==> config.mk <==
export PLATFORM = sky130hd
export DESIGN_NAME = session_context_decoder
export DESIGN_NICKNAME = d
export VERILOG_FILES = /design/src/session_context_decoder.v
export VERILOG_INCLUDE_DIRS = /design/src
export SDC_FILE = /design/constraint.sdc
export NUM_CORES = 2
export LEC_CHECK = 0
export BUFFER_PORTS_ARGS = -buffer_cell sky130_fd_sc_hd__buf_2
export CORE_AREA = 2 2 687 689
export CTS_BUF_LIST = sky130_fd_sc_hd__clkbuf_2
export CTS_CLUSTER_SIZE = 24
export DETAILED_ROUTE_END_ITERATION = 7
export DIE_AREA = 0 0 689 691
export SLEW_MARGIN = 20
export SYNTH_ARGS = -nofsm -noshare
export SYNTH_HDL_FRONTEND = slang
export SYNTH_SLANG_ARGS = --single-unit
==> constraint.sdc <==
create_clock -name i_clock -period 6.6 [get_ports i_clock]
set_input_delay 0.33 -clock i_clock [delete_from_list [all_inputs] [get_ports i_clock]]
set_output_delay 0.33 -clock i_clock [all_outputs]
set_load 0.02 [all_outputs]
==> src/session_context_defines.vh <==
// Context layout, control word fields and encodings for the session context decoder.
`ifndef SESSION_CONTEXT_DEFINES_VH
`define SESSION_CONTEXT_DEFINES_VH

`define CTX_CTRL_WORD       6'd0
`define CTX_MAC_KEY_BASE    6'd1
`define CTX_CIPHER_KEY_BASE 6'd9
`define CTX_MAC_IV_BASE     6'd17
`define CTX_CIPHER_IV_BASE  6'd25
`define CTX_WORDS           6'd29

`define CW_VERIFY           29
`define CW_MAC_ONLY         27
`define CW_OR_ENABLE        26
`define CW_TRUNCATED        25
`define CW_KEEP_HASH        24
`define CW_RELOAD_KEYS      23
`define CW_TAKE_VECTOR      22
`define CW_FIRST_BLOCK      21
`define CW_OUTGOING         20
`define CW_PRIM_HI          16
`define CW_PRIM_LO          10
`define CW_DIRECTION        9
`define CW_KEYLEN_HI        8
`define CW_KEYLEN_LO        7
`define CW_COMBINE_HI       6
`define CW_COMBINE_LO       4
`define CW_CHAIN_HI         3
`define CW_CHAIN_LO         0
`define CW_RESERVED_MASK    32'hD00E_0000

`define PRIM_HMAC           6
`define PRIM_SHA256         5
`define PRIM_SHA1           4
`define PRIM_MD5            3
`define PRIM_AES            2
`define PRIM_TDES           1
`define PRIM_DES            0

`define KEYLEN_128          2'h0
`define KEYLEN_192          2'h1
`define KEYLEN_256          2'h2
`define KEYLEN_RSVD         2'h3

`define COMBINE_SINGLE      3'h0
`define COMBINE_PIPE        3'h5
`define COMBINE_PARALLEL    3'h7

`define CHAIN_AES_CTR       4'hD
`define CHAIN_AES_GCM       4'hE
`define CHAIN_RSVD          4'hF
`define CHAIN_AES_FIRST     4'h8

`define TRUNC_RESULT_WORDS  4'h3
`define RESULT_WORDS_MAX    4'h8

`endif

==> src/session_context_decoder.v <==
// Session context fetcher, control word decoder and result poster.
`timescale 1ns/1ps
`include "session_context_defines.vh"
// What this block does
// - Take all settings from the security context.
// - Fetch only context words the flow needs.
// - Bit 27 computes check value, suppresses output.
// - Bit 26 ORs control bits into status.
// - Bit 25 truncates SHA-1 HMAC to three words.
// - Bit 24 saves intermediate hash result.
// - Bit 23 reloads cipher and MAC keys.
// - Bit 22 loads vector, else chained vector.
// - Bit 21 marks the first block.
// - Bit 20 gives flow direction, one outgoing.
// - Bits 16-10 pick primitives, one bit each.
// - Bit 9 one encrypts, zero decrypts.
// - Bits 8-7 select 128, 192, 256 key.
// - Key length only changes bits used.
// - Bits 6-4 select combined operation mode.
// - Bits 3-0 select cipher chaining mode.
// - Counter mode uses a 32-bit counter only.
// - Vector words are big-endian, high word first.
// - Hash results written big-endian at pointer.
// - Fetch context only when descriptor requests it.
// - Post results at the result pointer.
module session_context_decoder #(
  parameter AW = 32
) (
  input  wire          i_clock,
  input  wire          i_rst_b,
  input  wire          i_packet_start,
  input  wire          i_session_fetch_request,
  input  wire [AW-1:0] i_context_pointer,
  input  wire [AW-1:0] i_result_post_pointer,
  input  wire [31:0]   i_status_value,
  output reg           o_mem_rd_req,
  output reg  [AW-1:0] o_mem_rd_addr,
  input  wire          i_mem_rd_valid,
  input  wire [31:0]   i_mem_rd_data,
  input  wire          i_result_valid,
  input  wire [255:0]  i_result_data,
  input  wire [3:0]    i_result_words,
  output wire          o_result_ready,
  output reg           o_mem_wr_req,
  output reg  [AW-1:0] o_mem_wr_addr,
  output reg  [31:0]   o_mem_wr_data,
  input  wire          i_mem_wr_ack,
  output reg           o_context_ready,
  output wire          o_busy,
  output reg  [31:0]   o_session_control_word,
  output reg  [255:0]  o_mac_key_words,
  output reg  [255:0]  o_cipher_key_words,
  output reg  [255:0]  o_mac_init_vector_words,
  output reg  [127:0]  o_cipher_init_vector_words,
  output reg  [255:0]  o_cipher_key_used,
  output reg  [31:0]   o_status_merged,
  output wire [6:0]    o_primitive_select,
  output wire          o_cipher_direction,
  output wire [1:0]    o_key_length_select,
  output wire [2:0]    o_combined_operation_mode,
  output wire [3:0]    o_cipher_chaining_mode,
  output wire          o_mac_only,
  output wire          o_truncated_mac_result,
  output wire          o_keep_intermediate_hash,
  output wire          o_reload_keys,
  output wire          o_take_vector_from_session,
  output wire          o_first_block_marker,
  output wire          o_outgoing_flow,
  output wire          o_counter_32bit,
  output wire          o_config_error,
  output reg           o_result_done
);

  localparam ST_IDLE  = 3'd0;
  localparam ST_CTRL  = 3'd1;
  localparam ST_BODY  = 3'd2;
  localparam ST_READY = 3'd3;
  localparam ST_POST  = 3'd4;

  reg [2:0]    state_q;
  reg [5:0]    word_q;
  reg [AW-1:0] base_q;
  reg [AW-1:0] post_q;
  reg [255:0]  result_q;
  reg [3:0]    post_left_q;
  reg [31:0]   ctrl_q;
  reg [5:0]    next_word;
  reg [255:0]  key_mask;
  reg          need_keys;
  reg          need_civ;
  reg          need_miv;
  wire [5:0]   rd_word;

  // Current control word: the freshly fetched one while the body is fetched.
  always @* ctrl_q = o_session_control_word;

  assign o_primitive_select         = ctrl_q[`CW_PRIM_HI:`CW_PRIM_LO];
  assign o_cipher_direction         = ctrl_q[`CW_DIRECTION];
  assign o_key_length_select        = ctrl_q[`CW_KEYLEN_HI:`CW_KEYLEN_LO];
  assign o_combined_operation_mode  = ctrl_q[`CW_COMBINE_HI:`CW_COMBINE_LO];
  assign o_cipher_chaining_mode     = ctrl_q[`CW_CHAIN_HI:`CW_CHAIN_LO];
  assign o_mac_only                 = ctrl_q[`CW_MAC_ONLY];
  assign o_keep_intermediate_hash   = ctrl_q[`CW_KEEP_HASH];
  assign o_reload_keys              = ctrl_q[`CW_RELOAD_KEYS];
  assign o_take_vector_from_session = ctrl_q[`CW_TAKE_VECTOR];
  assign o_first_block_marker       = ctrl_q[`CW_FIRST_BLOCK];
  assign o_outgoing_flow            = ctrl_q[`CW_OUTGOING];
  // Truncation applies to keyed SHA-1 only; flows without both HMAC and SHA-1 selected ignore the bit.
  assign o_truncated_mac_result = ctrl_q[`CW_TRUNCATED] & ctrl_q[`CW_PRIM_LO + `PRIM_HMAC]
                                  & ctrl_q[`CW_PRIM_LO + `PRIM_SHA1];
  assign o_counter_32bit = ctrl_q[`CW_PRIM_LO + `PRIM_AES]
                           & (o_cipher_chaining_mode == `CHAIN_AES_CTR);
  // Flags software mistakes; the engine does not police them further.
  assign o_config_error = ((ctrl_q & `CW_RESERVED_MASK) != 32'h0000_0000)
                          | ctrl_q[`CW_VERIFY]
                          | (o_key_length_select == `KEYLEN_RSVD)
                          | (o_cipher_chaining_mode == `CHAIN_RSVD)
                          | ((o_combined_operation_mode != `COMBINE_SINGLE)
                             & (o_combined_operation_mode != `COMBINE_PIPE)
                             & (o_combined_operation_mode != `COMBINE_PARALLEL));

  assign o_busy         = (state_q != ST_IDLE) & (state_q != ST_READY);
  assign o_result_ready = (state_q == ST_READY);

  // Which context areas this flow needs.
  always @* begin
    need_keys = ctrl_q[`CW_RELOAD_KEYS];
    need_civ  = ctrl_q[`CW_TAKE_VECTOR]
                & (|ctrl_q[`CW_PRIM_LO + `PRIM_AES:`CW_PRIM_LO + `PRIM_DES]);
    need_miv  = ctrl_q[`CW_TAKE_VECTOR]
                & (|ctrl_q[`CW_PRIM_HI:`CW_PRIM_LO + `PRIM_MD5]);
  end

  // Next needed word after word_q, or the end marker.
  always @* begin
    next_word = word_q + 6'd1;
    if (next_word < `CTX_CIPHER_KEY_BASE && !(need_keys && (|ctrl_q[`CW_PRIM_HI:`CW_PRIM_LO
        + `PRIM_MD5])))
      next_word = `CTX_CIPHER_KEY_BASE;
    if (next_word >= `CTX_CIPHER_KEY_BASE && next_word < `CTX_MAC_IV_BASE
        && !(need_keys && (|ctrl_q[`CW_PRIM_LO + `PRIM_AES:`CW_PRIM_LO + `PRIM_DES])))
      next_word = `CTX_MAC_IV_BASE;
    if (next_word >= `CTX_MAC_IV_BASE && next_word < `CTX_CIPHER_IV_BASE && !need_miv)
      next_word = `CTX_CIPHER_IV_BASE;
    if (next_word >= `CTX_CIPHER_IV_BASE && next_word < `CTX_WORDS && !need_civ)
      next_word = `CTX_WORDS;
  end

  // Key length only narrows the bits used; storage keeps full width.
  always @* begin
    case (o_key_length_select)
      `KEYLEN_192: key_mask = {{192{1'b1}}, 64'h0000_0000_0000_0000};
      `KEYLEN_256: key_mask = {256{1'b1}};
      default:     key_mask = {{128{1'b1}}, 128'h0};
    endcase
    o_cipher_key_used = o_cipher_key_words & key_mask;
  end

  assign rd_word = word_q;

  always @(posedge i_clock or negedge i_rst_b) begin
    if (!i_rst_b) begin
      state_q                    <= ST_IDLE;
      word_q                     <= 6'd0;
      base_q                     <= {AW{1'b0}};
      post_q                     <= {AW{1'b0}};
      result_q                   <= 256'h0;
      post_left_q                <= 4'h0;
      o_mem_rd_req               <= 1'b0;
      o_mem_rd_addr              <= {AW{1'b0}};
      o_mem_wr_req               <= 1'b0;
      o_mem_wr_addr              <= {AW{1'b0}};
      o_mem_wr_data              <= 32'h0000_0000;
      o_context_ready            <= 1'b0;
      o_session_control_word     <= 32'h0000_0000;
      o_mac_key_words            <= 256'h0;
      o_cipher_key_words         <= 256'h0;
      o_mac_init_vector_words    <= 256'h0;
      o_cipher_init_vector_words <= 128'h0;
      o_status_merged            <= 32'h0000_0000;
      o_result_done              <= 1'b0;
    end else begin
      o_result_done <= 1'b0;
      // Status view follows the OR option continuously.
      o_status_merged <= ctrl_q[`CW_OR_ENABLE] ? (i_status_value | ctrl_q)
                                               : i_status_value;
      case (state_q)
        ST_IDLE, ST_READY: begin
          if (i_packet_start) begin
            if (i_session_fetch_request) begin
              base_q          <= i_context_pointer;
              word_q          <= `CTX_CTRL_WORD;
              o_mem_rd_addr   <= i_context_pointer;
              o_mem_rd_req    <= 1'b1;
              o_context_ready <= 1'b0;
              state_q         <= ST_CTRL;
            end else begin
              o_context_ready <= 1'b1;
              state_q         <= ST_READY;
            end
            post_q <= i_result_post_pointer;
          end else if (state_q == ST_READY && i_result_valid) begin
            result_q    <= i_result_data;
            post_left_q <= o_truncated_mac_result ? `TRUNC_RESULT_WORDS
                         : ((i_result_words > `RESULT_WORDS_MAX) ? `RESULT_WORDS_MAX
                                                                 : i_result_words);
            o_mem_wr_req  <= 1'b1;
            o_mem_wr_addr <= post_q;
            o_mem_wr_data <= i_result_data[255:224];
            state_q       <= ST_POST;
          end
        end
        ST_CTRL: begin
          if (i_mem_rd_valid) begin
            o_session_control_word <= i_mem_rd_data;
            state_q                <= ST_BODY;
            o_mem_rd_req           <= 1'b0;
          end
        end
        ST_BODY: begin
          // Skip decision uses the control word stored last cycle.
          if (!o_mem_rd_req || i_mem_rd_valid) begin
            if (o_mem_rd_req) begin
              if (rd_word < `CTX_CIPHER_KEY_BASE)
                o_mac_key_words[(8 - (rd_word - `CTX_MAC_KEY_BASE)) * 32 - 1 -: 32]
                  <= i_mem_rd_data;
              else if (rd_word < `CTX_MAC_IV_BASE)
                o_cipher_key_words[(8 - (rd_word - `CTX_CIPHER_KEY_BASE)) * 32 - 1 -: 32]
                  <= i_mem_rd_data;
              else if (rd_word < `CTX_CIPHER_IV_BASE)
                o_mac_init_vector_words[(8 - (rd_word - `CTX_MAC_IV_BASE)) * 32 - 1 -: 32]
                  <= i_mem_rd_data;
              else
                o_cipher_init_vector_words[(4 - (rd_word - `CTX_CIPHER_IV_BASE)) * 32 - 1 -: 32]
                  <= i_mem_rd_data;
            end
            if (next_word >= `CTX_WORDS) begin
              o_mem_rd_req    <= 1'b0;
              o_context_ready <= 1'b1;
              state_q         <= ST_READY;
            end else begin
              word_q        <= next_word;
              o_mem_rd_addr <= base_q + {{(AW-8){1'b0}}, next_word, 2'b00};
              o_mem_rd_req  <= 1'b1;
            end
          end
        end
        ST_POST: begin
          if (i_mem_wr_ack) begin
            if (post_left_q <= 4'h1) begin
              o_mem_wr_req  <= 1'b0;
              o_result_done <= 1'b1;
              state_q       <= ST_READY;
            end else begin
              post_left_q   <= post_left_q - 4'h1;
              result_q      <= {result_q[223:0], 32'h0000_0000};
              o_mem_wr_addr <= o_mem_wr_addr + {{(AW-3){1'b0}}, 3'b100};
              o_mem_wr_data <= result_q[223:192];
            end
          end
        end
        default: state_q <= ST_IDLE;
      endcase
    end
  end

endmodule // session_context_decoder

==> metrics.md <==
| Metric | Value |
|---|---|
| Number of H-tree levels | 5 |
| Placed cell area | 0.0727 mm² |
| Power density over the cells | 410 mW/mm² |
| CP bufs+invs | 3 |
| Ys flop type | dfrtp_1 |
| Critical R2R Launch | o_session_control_word[13]$_DFFE_PN0P_ |
| Unique masters post-synth | 84 |
| Top cells by area, synth | dfrtp_1 (59%), mux2_2 (9.6%), nand2_1 (8.0%) |
| Synth cell count leaders | dfrtp_1 (1361), nand2_1 (1226), o21ai_0 (532) |
| Hold Fails Final Rpt | 0 |
| Post-DR wirelength/cell | 31.1 µm |
| Final Util | 19.7% |
| CP Data Arrival Time | 8.13 ns |
| Post-Syn Area per Cell | 10.6 µm² |
| Required @ worst endpoint | 8.36 ns |
| Post-CTS Setup Inserts | 0 |
| Final Power | 37.9 mW |
| Residual DRC | 1 |
| Slew Limit Fails | 0 |
| Asr flop ratio synth | 100% |
| Max Clock Skew | 0.385 ns |
| Routed Antenna Nets | 0 |
| Rows | 252 |
| Mapped Cells | 5421 |
| CTS tree | done |
| DP Wirelength | 335 mm |
| Die ar. | 0.476 mm² |
| Critical path, cell by cell | or4_1, a222oi_1, nand3_1, or3b_1, a21oi_1, nor2_1, nand2_1, ha_1, inv_1, fa_1, nor2b_1, o21ai_0, a21boi_1, o21ai_1, a21oi_1, o31ai_1, dlygate4sd3_1, mux2_1, dlygate4sd3_1 |
| CTS Root Cell | clkbuf_2 |
| Worst-Skew Late Latency | 2.31 ns |
| Slew HR | 14.2% |
| Global-route wire length before repair | 606 mm |
| Critical path type | register to register |
| Yosys top cell by area | dfrtp_1 |
| GRT Overall Usage | 19.3% |
| Delay-heaviest family, CP | simple AND/OR/NAND/NOR gates |
| Initial antenna violation count | 151 |
| Reg2reg end | o_mem_rd_addr[8]$_DFFE_PN0P_ |
| Critical path startpoint category | register |
| MaxCap Viol Count | 0 |
| Final hold slack | 0.261 ns |
| CP max-delay cell | or4_1 |
| CTS sink count | 1361 |
| Detailed Route WL | 476 mm |
| Io pins | 1739 |
| Post-layout min period | 6.38 ns |
| Top-count cell post-synth | dfrtp_1 |
| Maximum VDD drop | 0.000352 V |
| CORE AREA | 0.469 mm² |
| Storage element area | 0.0341 mm² |
| Horiz. Die Dim | 689 µm |
| Period utilization | 96.6% |
| CP max stage delay | 0.73 ns |
| Fin Setup TNS | 0 ns |
| Final instance area | 0.0926 mm² |
| CP Capture Type | register |
| Crit-path max FO | 7 |
| Worst Max-Slew Pin Slew | 1.29 ns |
| PortBufs | 1738 |
| Flop-to-flop setup slack | 0.22 ns |
| Final nets | 9123 |
| Layout cells sized above 1 | 34.3% |
| Starting Density | 12.3% |
| Multi-input gate area | 0.0208 mm² |
| Mapped cell area | 0.0576 mm² |
| Min-Delay Path Class | input port to register |
| Clock transition time at the flip-flop clock pins of the worst setup and hold paths | 0.11 ns |
| Hold EP | o_session_control_word[22]$_DFFE_PN0P_ |
| Via density | 3.99 |
| Failing checks | DRC |
| Synthesized flop and latch total | 1361 |
| HP Start | i_mem_rd_data[22] |
| Die Ht | 691 µm |
| Synth Warn # | 0 |
| Vias in the first global route | 61000 |
| # setup viols final | 0 |
| Pin count of the biggest net entering global routing | 181 |
| GRT overflow | 0 |
| Lkg Pwr | 44.9 nW |
| Vias post-DR | 61100 |
| Seq/Total Area, Yosys | 59.2% |
| WHS Path Cells | 5 |
| Reg2reg path depth | 19 |
| Fill cells | 51000 |
| Starting DRT DRC Count | 6266 |
| Drt pass-1 iters | 7 |
| CTS Buffer Depth | 4 |
| Post-synth EDFFs | 0 |
| Achievable frequency | 157 MHz |
| Area grow syn2layout | 60.9% |
| Status | complete, but fails checks |
| Synthesized net count | 5831 |
| RSZ-0062 raised after global routing | false |
| Routability cong. | 0.928 |
| Synth top area share | 59.2% |
| Num CTS Buffers | 385 |
-- registers in the layout, indices dropped and copies added, names as in the netlist, 128 cells and up --
register,cells
o_mac_key_words,256
o_cipher_key_words,256
o_cipher_init_vector_words,128
o_mac_init_vector_words,256
result_q,224
-- power breakdown --
| group | switching [mW] | total (mW) | internal [mW] |
|---|---|---|---|
| clock | 4.43 | 6.89 | 2.45 |
| sequential | 2.22 | 12.7 | 10.5 |
| combinational | 12.2 | 18.4 | 6.22 |
| total | 18.8 | 37.9 | 19.1 |
-- layout by cell type (no fill, tap or decap), types with 37 or more instances in the layout --
cell type and instances:
a21o_1 37, a21oi_1 69, a31oi_1 237, and2_1 94, buf_2 1726, buf_4 129, clkbuf_2 560, clkinv_1 62
dfrtp_1 1359, diode_2 101, dlygate4sd3_1 1560, mux2_2 490, nand2_1 1221, nand3_1 49, nor2_1 293, nor2b_1 61
o21ai_0 530
-- kinds of logic (layout without fill, tap and decap cells) --
logic type                 Yosys count  count (layout)  share of synthesized area (%)
and+or+nand+nor                   1862            1862                           13.7
adders and majority gates           15              15                          0.339
xor gates and xnor gates            49              49                          0.795
muxes                              552             552                           11.0
AOI/OAI and AO/OA                  993             993                           10.0
buffers and inverters              589            4157                           5.08
other                                0             101                              0
DFF                               1361            1361                           59.2
-- timing repair --
action,in CTS,in global routing
endpoints found under the hold margin,2720,0
hold buffers,1587,0
endpoints found under the setup margin,0,2
resized for setup,0,4
-- cell type report --
| type | count | area share, % |
|---|---|---|
| Multi-Input combinational cell | 3471 | 22.5 |
| Sequential cell | 1361 | 36.8 |
| Antenna cell | 101 | 0.273 |
| Tap cell | 6223 | 8.41 |
| Timing Repair Buffer | 3456 | 28.2 |
| Inverter | 38 | 0.154 |
| Clock buffer | 560 | 3.03 |
| Clock inverter | 103 | 0.678 |
-- worst max-delay path by stage --
stage / start / end / slack (ns) / cells after the start
floorplan: rd_word[0]$_DFFE_PN0P_ / o_mem_rd_addr[22]$_DFFE_PN0P_ / 1.53 / 23
CTS: o_session_control_word[13]$_DFFE_PN0P_ / o_mem_rd_addr[8]$_DFFE_PN0P_ / 0.34 / 19
detailed placement: o_session_control_word[13]$_DFFE_PN0P_ / o_mem_rd_addr[22]$_DFFE_PN0P_ / 0.78 / 18
global placement: o_session_control_word[13]$_DFFE_PN0P_ / o_mem_rd_addr[22]$_DFFE_PN0P_ / 0.63 / 18
global route: o_session_control_word[14]$_DFFE_PN0P_ / o_mem_rd_addr[8]$_DFFE_PN0P_ / 0.03 / 19
finish: o_session_control_word[13]$_DFFE_PN0P_ / o_mem_rd_addr[8]$_DFFE_PN0P_ / 0.22 / 19
-- routing by layer --
metal	GRT usage [%]	part of all wire, %
met2	29.3	43
met1	21.9	38
met4	11.6	7.2
met5	0.839	0.15
met3	8.93	12
-- worst reg2reg max path: cells and delay by family (launching register included) --
kind / cells / cell delay [ns]
AOI/OAI and AO/OA: 7 / 1.66
adders and majority gates: 2 / 0.62
buffers and inverters: 3 / 1.23
DFF: 1 / 0.47
muxes: 1 / 0.30
and+or+nand+nor: 6 / 1.82
-- through the flow --
| stage | cells | setup WS (ns) |
|---|---|---|
| finish | 15300 | 0.225 |
| global route | 15300 | 0.0272 |
| CTS | 15200 | 0.337 |
| detailed placement | 13000 | 0.781 |
| global placement | 13000 | 0.626 |
| floorplan | 5421 | 1.53 |
Note: power is estimated with default switching activity, not from simulation.
